`config.mk`:
```
export PLATFORM = sky130hd
export DESIGN_NAME = bsf_unit
export DESIGN_NICKNAME = d
export VERILOG_FILES = /design/src/hdl/bsf_pkg.sv /design/src/hdl/bsf_shift_if.sv /design/src/hdl/bsf_shift_alu.sv /design/src/hdl/bsf_unit.sv
export VERILOG_INCLUDE_DIRS = /design/src /design/src/hdl
export SDC_FILE = /design/constraint.sdc
export NUM_CORES = 1
export LEC_CHECK = 0
export BUFFER_PORTS_ARGS = -buffer_cell sky130_fd_sc_hd__buf_2
export CORE_MARGIN = 8
export CORE_UTILIZATION = 55
export DETAILED_ROUTE_END_ITERATION = 10
export GPL_ROUTABILITY_DRIVEN = 0
export GPL_TIMING_DRIVEN = 1
export PLACE_DENSITY = 0.89
export SLEW_MARGIN = 40
export SYNTH_ARGS = -nofsm -noshare
export SYNTH_HDL_FRONTEND = slang
export SYNTH_SLANG_ARGS = --single-unit
```
`constraint.sdc`:
```
create_clock -name CLOCK -period 4.8 [get_ports CLOCK]
set_input_delay 0.96 -clock CLOCK [delete_from_list [all_inputs] [get_ports CLOCK]]
set_output_delay 0.96 -clock CLOCK [all_outputs]
set_load 0.005 [all_outputs]
```
`src/hdl/bsf_params.svh`:
```
// Constants for the bit, shift and flag execution unit
`ifndef BSF_PARAMS_SVH
`define BSF_PARAMS_SVH

// ==========================================
// Flag bit positions
`define BSF_FLAG_C 3'd0
`define BSF_FLAG_Z 3'd1
`define BSF_FLAG_N 3'd2
`define BSF_FLAG_V 3'd3
`define BSF_FLAG_S 3'd4
`define BSF_FLAG_H 3'd5
`define BSF_FLAG_T 3'd6
`define BSF_FLAG_I 3'd7

// ==========================================
// Reset values and timing
`define BSF_FLAGS_RESET   8'h00
`define BSF_TOGGLE_CYCLES 2
`define BSF_SRAM_EXTRA    1

`endif

```
`src/hdl/bsf_pkg.sv`:
```
// Types for the bit, shift and flag execution unit
package bsf_pkg;

    typedef enum logic [4:0] {
        BSF_OP_NONE                   = 5'b00000,
        BSF_OP_LOGICAL_SHIFT_LEFT     = 5'b00001,
        BSF_OP_LOGICAL_SHIFT_RIGHT    = 5'b00010,
        BSF_OP_ROTATE_LEFT_CARRY      = 5'b00011,
        BSF_OP_ROTATE_RIGHT_CARRY     = 5'b00100,
        BSF_OP_ARITHMETIC_SHIFT_RIGHT = 5'b00101,
        BSF_OP_SWAP                   = 5'b00110,
        BSF_OP_FSET                   = 5'b00111,
        BSF_OP_FCLR                   = 5'b01000,
        BSF_OP_IO_BIT_SET             = 5'b01001,
        BSF_OP_IO_BIT_CLEAR           = 5'b01010,
        BSF_OP_BIT_TO_TRANSFER_FLAG   = 5'b01011,
        BSF_OP_TRANSFER_FLAG_TO_BIT   = 5'b01100,
        BSF_OP_LOAD_TOGGLE_MEMORY     = 5'b01101,
        BSF_OP_MEMRD                  = 5'b01110
    } bsf_op_t;

    typedef enum logic [1:0] {
        BSF_ST_IDLE = 2'b00,
        BSF_ST_WAIT = 2'b01,
        BSF_ST_DONE = 2'b10
    } bsf_state_t;

endpackage

```
`src/hdl/bsf_shift_if.sv`:
```
// Carrier between the unit and its shift datapath
`timescale 1ns/1ps
interface bsf_shift_if;
    bsf_pkg::bsf_op_t op;
    logic [7:0]       operand;
    logic [7:0]       flags_in;
    logic [7:0]       result;
    logic [7:0]       flags_out;

    modport core (output op, output operand, output flags_in, input result, input flags_out);
    modport alu  (input op, input operand, input flags_in, output result, output flags_out);
endinterface

```
`src/hdl/bsf_shift_alu.sv`:
```
// Combinational shift, rotate and swap datapath
`timescale 1ns/1ps
`include "bsf_params.svh"
module bsf_shift_alu (
    bsf_shift_if.alu sif
);
    logic [7:0] res;
    logic       cout;
    logic [7:0] fl;

    always_comb begin
        res  = sif.operand;
        cout = sif.flags_in[`BSF_FLAG_C];
        fl   = sif.flags_in;
        unique case (sif.op)
            bsf_pkg::BSF_OP_LOGICAL_SHIFT_LEFT: begin
                res  = {sif.operand[6:0], 1'b0};
                cout = sif.operand[7];
            end
            bsf_pkg::BSF_OP_LOGICAL_SHIFT_RIGHT: begin
                res  = {1'b0, sif.operand[7:1]};
                cout = sif.operand[0];
            end
            bsf_pkg::BSF_OP_ARITHMETIC_SHIFT_RIGHT: begin
                res  = {sif.operand[7], sif.operand[7:1]};
                cout = sif.operand[0];
            end
            bsf_pkg::BSF_OP_ROTATE_LEFT_CARRY: begin
                res  = {sif.operand[6:0], sif.flags_in[`BSF_FLAG_C]};
                cout = sif.operand[7];
            end
            bsf_pkg::BSF_OP_ROTATE_RIGHT_CARRY: begin
                res  = {sif.flags_in[`BSF_FLAG_C], sif.operand[7:1]};
                cout = sif.operand[0];
            end
            bsf_pkg::BSF_OP_SWAP: begin
                res = {sif.operand[3:0], sif.operand[7:4]};
            end
            default: begin
                res = sif.operand;
            end
        endcase
        if (sif.op inside {bsf_pkg::BSF_OP_LOGICAL_SHIFT_LEFT,
                           bsf_pkg::BSF_OP_LOGICAL_SHIFT_RIGHT,
                           bsf_pkg::BSF_OP_ARITHMETIC_SHIFT_RIGHT,
                           bsf_pkg::BSF_OP_ROTATE_LEFT_CARRY,
                           bsf_pkg::BSF_OP_ROTATE_RIGHT_CARRY}) begin
            fl[`BSF_FLAG_C] = cout;
            fl[`BSF_FLAG_Z] = (res == 8'h00);
            fl[`BSF_FLAG_N] = res[7];
            fl[`BSF_FLAG_V] = res[7] ^ cout;
            fl[`BSF_FLAG_S] = res[7] ^ (res[7] ^ cout);
            // Left moves take half carry from old bit 3
            if (sif.op inside {bsf_pkg::BSF_OP_LOGICAL_SHIFT_LEFT,
                               bsf_pkg::BSF_OP_ROTATE_LEFT_CARRY}) begin
                fl[`BSF_FLAG_H] = sif.operand[3];
            end
        end
        sif.result    = res;
        sif.flags_out = fl;
    end
endmodule

```
`src/hdl/bsf_unit.sv`:
```
// Bit, shift and flag execution unit of an 8-bit core
`timescale 1ns/1ps
`include "bsf_params.svh"
module bsf_unit (
    input  wire logic             CLOCK,
    input  wire logic             RST,
    input  wire logic             CE,
    input  wire logic             START,
    input  wire bsf_pkg::bsf_op_t OP,
    input  wire logic [7:0]       OPERAND,
    input  wire logic [2:0]       BIT_SEL,
    input  wire logic [7:0]       IO_DATA_IN,
    input  wire logic [15:0]      Z_PTR,
    input  wire logic             ADDR_SRAM,
    input  wire logic             EXT_RAM,
    input  wire logic             EXT_READY,
    input  wire logic [7:0]       MEM_RDATA,
    output logic                  DONE,
    output logic                  BUSY,
    output logic [7:0]            RESULT,
    output logic                  RESULT_WE,
    output logic [7:0]            FLAGS,
    output logic [7:0]            IO_DATA_OUT,
    output logic                  IO_WE,
    output logic [15:0]           MEM_ADDR,
    output logic [7:0]            MEM_WDATA,
    output logic                  MEM_RE,
    output logic                  MEM_WE
);
    // ==========================================
    // Shift datapath
    bsf_shift_if sif ();
    bsf_shift_alu u_alu (
        .sif (sif)
    );

    // ==========================================
    // State
    bsf_pkg::bsf_state_t state_r,  state_nxt;
    bsf_pkg::bsf_op_t    op_r,     op_nxt;
    logic [7:0]          flags_r,  flags_nxt;
    logic [7:0]          reg_r,    reg_nxt;
    logic [1:0]          wait_r,   wait_nxt;
    logic                ext_r,    ext_nxt;
    logic                done_r,   done_nxt;
    logic [7:0]          res_r,    res_nxt;
    logic                rwe_r,    rwe_nxt;
    logic [7:0]          iod_r,    iod_nxt;
    logic                iowe_r,   iowe_nxt;
    logic [15:0]         maddr_r,  maddr_nxt;
    logic [7:0]          mwd_r,    mwd_nxt;
    logic                mre_r,    mre_nxt;
    logic                mwe_r,    mwe_nxt;
    logic                busy_r,   busy_nxt;

    // Operands go to the datapath unregistered; the result is captured below
    assign sif.op       = OP;
    assign sif.operand  = OPERAND;
    assign sif.flags_in = flags_r;

    // ==========================================
    // Next-state logic
    always_comb begin
        state_nxt = state_r;
        op_nxt    = op_r;
        flags_nxt = flags_r;
        reg_nxt   = reg_r;
        wait_nxt  = wait_r;
        ext_nxt   = ext_r;
        done_nxt  = 1'b0;
        res_nxt   = res_r;
        rwe_nxt   = 1'b0;
        iod_nxt   = iod_r;
        iowe_nxt  = 1'b0;
        maddr_nxt = maddr_r;
        mwd_nxt   = mwd_r;
        mre_nxt   = 1'b0;
        mwe_nxt   = 1'b0;
        unique case (state_r)
            bsf_pkg::BSF_ST_IDLE: begin
                if (START) begin
                    unique case (OP)
                        bsf_pkg::BSF_OP_LOGICAL_SHIFT_LEFT,
                        bsf_pkg::BSF_OP_LOGICAL_SHIFT_RIGHT,
                        bsf_pkg::BSF_OP_ARITHMETIC_SHIFT_RIGHT,
                        bsf_pkg::BSF_OP_ROTATE_LEFT_CARRY,
                        bsf_pkg::BSF_OP_ROTATE_RIGHT_CARRY,
                        bsf_pkg::BSF_OP_SWAP: begin
                            res_nxt   = sif.result;
                            flags_nxt = sif.flags_out;
                            rwe_nxt   = 1'b1;
                            done_nxt  = 1'b1;
                        end
                        // Flag index reaches all eight status bits, I included
                        bsf_pkg::BSF_OP_FSET: begin
                            flags_nxt[BIT_SEL] = 1'b1;
                            done_nxt           = 1'b1;
                        end
                        bsf_pkg::BSF_OP_FCLR: begin
                            flags_nxt[BIT_SEL] = 1'b0;
                            done_nxt           = 1'b1;
                        end
                        bsf_pkg::BSF_OP_IO_BIT_SET: begin
                            iod_nxt          = IO_DATA_IN;
                            iod_nxt[BIT_SEL] = 1'b1;
                            iowe_nxt         = 1'b1;
                            done_nxt         = 1'b1;
                        end
                        bsf_pkg::BSF_OP_IO_BIT_CLEAR: begin
                            iod_nxt          = IO_DATA_IN;
                            iod_nxt[BIT_SEL] = 1'b0;
                            iowe_nxt         = 1'b1;
                            done_nxt         = 1'b1;
                        end
                        bsf_pkg::BSF_OP_BIT_TO_TRANSFER_FLAG: begin
                            flags_nxt[`BSF_FLAG_T] = OPERAND[BIT_SEL];
                            done_nxt               = 1'b1;
                        end
                        bsf_pkg::BSF_OP_TRANSFER_FLAG_TO_BIT: begin
                            res_nxt          = OPERAND;
                            res_nxt[BIT_SEL] = flags_r[`BSF_FLAG_T];
                            rwe_nxt          = 1'b1;
                            done_nxt         = 1'b1;
                        end
                        bsf_pkg::BSF_OP_LOAD_TOGGLE_MEMORY,
                        bsf_pkg::BSF_OP_MEMRD: begin
                            // Memory data is taken one cycle after the read strobe, two for internal SRAM
                            op_nxt    = OP;
                            reg_nxt   = OPERAND;
                            maddr_nxt = Z_PTR;
                            mre_nxt   = 1'b1;
                            ext_nxt   = EXT_RAM;
                            // Base count, plus one for internal SRAM
                            wait_nxt  = 2'(`BSF_TOGGLE_CYCLES - 1
                                        + (ADDR_SRAM ? `BSF_SRAM_EXTRA : 0));
                            state_nxt = bsf_pkg::BSF_ST_WAIT;
                        end
                        default: begin
                            done_nxt = 1'b1;
                        end
                    endcase
                end
            end
            // A START seen here is dropped; callers wait for BUSY low
            bsf_pkg::BSF_ST_WAIT: begin
                if (wait_r > 2'd1) begin
                    wait_nxt = wait_r - 2'd1;
                end else if (!ext_r || EXT_READY) begin
                    // External RAM stretches the access until it answers
                    res_nxt   = MEM_RDATA;
                    rwe_nxt   = 1'b1;
                    if (op_r == bsf_pkg::BSF_OP_LOAD_TOGGLE_MEMORY) begin
                        mwd_nxt = reg_r ^ MEM_RDATA;
                        mwe_nxt = 1'b1;
                    end
                    done_nxt  = 1'b1;
                    state_nxt = bsf_pkg::BSF_ST_IDLE;
                end
            end
            default: begin
                state_nxt = bsf_pkg::BSF_ST_IDLE;
            end
        endcase
        // Registered from the next state so BUSY falls together with DONE
        busy_nxt = (state_nxt != bsf_pkg::BSF_ST_IDLE);
    end

    // ==========================================
    // Registers
    always_ff @(posedge CLOCK) begin
        if (RST) begin
            state_r <= bsf_pkg::BSF_ST_IDLE;
            op_r    <= bsf_pkg::BSF_OP_NONE;
            flags_r <= `BSF_FLAGS_RESET;
            reg_r   <= 8'h00;
            wait_r  <= 2'h0;
            ext_r   <= 1'b0;
            done_r  <= 1'b0;
            res_r   <= 8'h00;
            rwe_r   <= 1'b0;
            iod_r   <= 8'h00;
            iowe_r  <= 1'b0;
            maddr_r <= 16'h0000;
            mwd_r   <= 8'h00;
            mre_r   <= 1'b0;
            mwe_r   <= 1'b0;
            busy_r  <= 1'b0;
        end else if (CE) begin
            // Low enable freezes everything, so output pulses stretch
            state_r <= state_nxt;
            op_r    <= op_nxt;
            flags_r <= flags_nxt;
            reg_r   <= reg_nxt;
            wait_r  <= wait_nxt;
            ext_r   <= ext_nxt;
            done_r  <= done_nxt;
            res_r   <= res_nxt;
            rwe_r   <= rwe_nxt;
            iod_r   <= iod_nxt;
            iowe_r  <= iowe_nxt;
            maddr_r <= maddr_nxt;
            mwd_r   <= mwd_nxt;
            mre_r   <= mre_nxt;
            mwe_r   <= mwe_nxt;
            busy_r  <= busy_nxt;
        end
    end

    // ==========================================
    // Outputs
    assign DONE        = done_r;
    assign BUSY        = busy_r;
    assign RESULT      = res_r;
    assign RESULT_WE   = rwe_r;
    assign FLAGS       = flags_r;
    assign IO_DATA_OUT = iod_r;
    assign IO_WE       = iowe_r;
    assign MEM_ADDR    = maddr_r;
    assign MEM_WDATA   = mwd_r;
    assign MEM_RE      = mre_r;
    assign MEM_WE      = mwe_r;
endmodule

```
==> results.rst <==
.. list-table::
   :header-rows: 1

   * - Metric
     - Value
   * - Worst EP arrival
     - 2.89 ns
   * - Residual overflow from global routing
     - 0
   * - CTS Hold Buffers Added
     - 0
   * - Static leakage
     - 1.85 nW
   * - Worst setup margin
     - 2.20 ns
   * - Layout overhead on the synthesized area
     - 20.3%
   * - Hold wc startpoint
     - RESULT[4]
   * - Launch point of the worst reg-to-reg path
     - state_r[1]
   * - Minimum clock period after layout
     - 2.60 ns
   * - WL/cell
     - 17.0 um
   * - Die area
     - 9750 um2
   * - Syn_nets
     - 542
   * - Clock tree from TritonCTS
     - built
   * - Number of flops mapped to enable cells by yosys
     - 0
   * - Final Max Slew Viols
     - 0
   * - Maximum number of pins on one net before global-route repair
     - 43
   * - Starting density of the core
     - 56.1%
   * - Post-cts gate resize count
     - 0
   * - I/O pin count
     - 109
   * - Drt first-iter violations
     - 380
   * - Post-CTS clock slew at the launch and capture registers of the worst setup and hold paths
     - 0.09 ns
   * - Top cell type by total area after synthesis
     - sky130_fd_sc_hd__dfxtp_1
   * - Vias
     - 3954
   * - Maximum count of clock buffers along a single path
     - 2
   * - Hold violation total from the final report
     - 0
   * - Most common flop cell mapped by yosys
     - sky130_fd_sc_hd__dfxtp_1
   * - Number of core rows
     - 30
   * - Worst min-delay path category
     - register to register
   * - Share of the synthesized area in the top cell type
     - 38.3%
   * - Final antenna diode count
     - 0
   * - Number of distinct library cells after synthesis
     - 68
   * - Max rail drop VDD
     - 193 uV
   * - Root buffer cell
     - sky130_fd_sc_hd__clkbuf_8
   * - GR Util All Layers
     - 22.3%
   * - Post-route clock period utilization
     - 54.3%
   * - Die X-Extent
     - 98.8 um
   * - Sink count of the clock tree
     - 72
   * - Largest driver fanout on the critical path
     - 11
   * - Terminus of the critical flop-to-flop path
     - RESULT[6]
   * - Class of the most critical setup path
     - input port to register
   * - Via count normalized by instance count
     - 6.02
   * - Vertical die dimension
     - 98.8 um
   * - Setup WS pre-CTS
     - 1.88 ns
   * - R2r setup slk
     - 2.84 ns
   * - Drt first pass iters
     - 5
   * - Number of H-tree levels
     - 3
   * - Worst hold path depth
     - 2
   * - Leading cell type in the layout, fill and taps excluded
     - sky130_fd_sc_hd__buf_2
   * - Ys async rst share
     - 0%
   * - Post-detail-place hpwl
     - 8170 um
   * - Depth of the most critical reg-to-reg path
     - 5
   * - Commonest non-fill, non-tap cells in the layout
     - 108 x sky130_fd_sc_hd__buf_2, 82 x sky130_fd_sc_hd__nand2_1, 72 x sky130_fd_sc_hd__dfxtp_1, 57 x sky130_fd_sc_hd__a21oi_1, 56 x sky130_fd_sc_hd__nor2_1
   * - Fraction of final layout cells sized beyond drive strength 1
     - 24.4%
   * - Total of fill cells in the finished design
     - 578
   * - Vias in the first global route
     - 3776
   * - Yosys reg bits
     - 72
   * - Outcome
     - finished, final reports clean
   * - Required time reported for the critical path endpoint
     - 5.09 ns
   * - Net count of the finished layout
     - 628
   * - Post-CTS setup-driven buffer insertion count
     - 0
   * - First-pass GRT wire length
     - 18100 um
   * - Antenna viol nets, final
     - 0
   * - Endpoint of the worst hold path
     - RESULT[4]
   * - Total negative slack for setup checks
     - 0 ns
   * - Clock insertion delay at the later pin of the skew report
     - 0.36 ns
   * - Setup-failing EPs final
     - 0
   * - Number of remaining DRC errors
     - 0
   * - Proportion of synthesized chip area in sequential cells
     - 38.3%
   * - Total Wirelength
     - 11100 um
   * - Maximum achievable frequency
     - 384 MHz
   * - Endpoint class of the critical path
     - register
   * - Cell count after synthesis
     - 486
   * - Average cell area after synthesis
     - 7.75 um2
   * - Max_cap viols
     - 0
   * - Port buffer count
     - 108
   * - Total core area
     - 6720 um2
   * - Total clock buffers created by CTS
     - 9
   * - Relative slew slack
     - 40.8%
   * - Number of antenna violations at the first check in global routing
     - 0
   * - Netlist area before placement
     - 3770 um2
   * - Unrepaired setup endpoints after global routing
     - false
   * - Startpoint type of the worst setup path
     - input port
   * - Pin slew with the least headroom to its limit
     - 0.881 ns
   * - Top cells by area, synth
     - sky130_fd_sc_hd__dfxtp_1 38%, sky130_fd_sc_hd__nand2_1 8.3%, sky130_fd_sc_hd__a21oi_1 7.6%, sky130_fd_sc_hd__nor2_1 5.7%, sky130_fd_sc_hd__a211oi_1 5.4%
   * - Cell area power density
     - 301 nW/um2
   * - Worst Clk Skew
     - 0.0109 ns
   * - Yosys warning count
     - 0
[final cells by class]
class	count	area [um2]	area share, %
Sequential cell	72	1440	31.8
Tap cell	80	100	2.21
Clock inverter	7	128	2.82
Multi-Input combinational cell	373	2160	47.7
Clock buffer	9	124	2.73
Timing Repair Buffer	110	556	12.3
Inverter	6	22.5	0.497
[registers in the layout, summed over array words and instances (netlist names), 2 cells and up, named ones only]
signal and cells:
RESULT 8, state_r 2, wait_r 2, MEM_ADDR 16
MEM_WDATA 8, FLAGS 7, reg_r 8, IO_DATA_OUT 8
op_r 5
[layer usage]
layer	wire length [um]	share of wire [%]	global-route usage (%)
met5	0	0	0
met4	238	2.1	9.80
met3	944	8.5	6.55
met2	5270	47	36.0
met1	4690	42	26.8
[stage by stage]
stage / hold WS (ns) / area (um2) / util (%) / power, W / cells
floorplan: 0.431 / 3770 / - / 0.000713 / 486
finish: 0.450 / 4530 / 67.4 / 0.00136 / 657
global placement: 0.439 / 4270 / 63.5 / 0.000762 / 641
global route: 0.472 / 4530 / 67.4 / 0.00140 / 657
CTS: 0.455 / 4520 / 67.3 / 0.00136 / 657
detailed placement: 0.443 / 4270 / 63.6 / 0.000767 / 641
[worst max-delay path by stage]
stage                from  depth (start not counted)             end  slack [ns]
floorplan           OP[4]                          8       RESULT[3]        2.19
global placement    OP[0]                          6        reg_r[1]        1.92
detailed placement  OP[4]                          7       RESULT[3]        1.88
CTS                 OP[4]                          7       RESULT[6]        2.25
global route        OP[3]                          6  IO_DATA_OUT[6]        1.99
finish              OP[4]                          7       RESULT[6]        2.20
[synthesized netlist by cell type, types with 5 or more instances]
cell type,instances
sky130_fd_sc_hd__nand2_1,83
sky130_fd_sc_hd__dfxtp_1,72
sky130_fd_sc_hd__a21oi_1,57
sky130_fd_sc_hd__nor2_1,57
sky130_fd_sc_hd__a211oi_1,27
sky130_fd_sc_hd__clkbuf_1,22
sky130_fd_sc_hd__nor3_1,13
sky130_fd_sc_hd__o21ai_0,12
sky130_fd_sc_hd__nand3_1,11
sky130_fd_sc_hd__buf_2,8
sky130_fd_sc_hd__mux2i_1,8
sky130_fd_sc_hd__nand2b_1,8
sky130_fd_sc_hd__nor2b_1,8
sky130_fd_sc_hd__xnor2_1,8
sky130_fd_sc_hd__inv_1,6
sky130_fd_sc_hd__o211ai_1,5
[power breakdown]
group | internal (W) | switching, W
clock network | 0.000352 | 0.000252
registers | 0.000604 | 0.00000400
logic | 0.0000566 | 0.0000940
total | 0.00101 | 0.000350
[worst max-delay path, cell delays in order]
cell and delay [ns]:
sky130_fd_sc_hd__buf_2 0.17, sky130_fd_sc_hd__or2_1 0.33, sky130_fd_sc_hd__o32ai_2 0.43, sky130_fd_sc_hd__a21oi_2 0.13
sky130_fd_sc_hd__or3_4 0.46, sky130_fd_sc_hd__a311o_1 0.30, sky130_fd_sc_hd__a21oi_1 0.11
[cell families after synthesis]
kind of cell / after synthesis / synth area share [%]
buffers and inverters: 41 / 4.82
AO/OA/AOI/OAI: 138 / 24.4
XOR/XNOR: 10 / 2.33
AND/OR/NAND/NOR: 216 / 27.7
multiplexers: 8 / 2.13
flip-flops: 72 / 38.3
adder cells (fa/ha/maj): 1 / 0.332
Power figures use the tool's default switching activity.
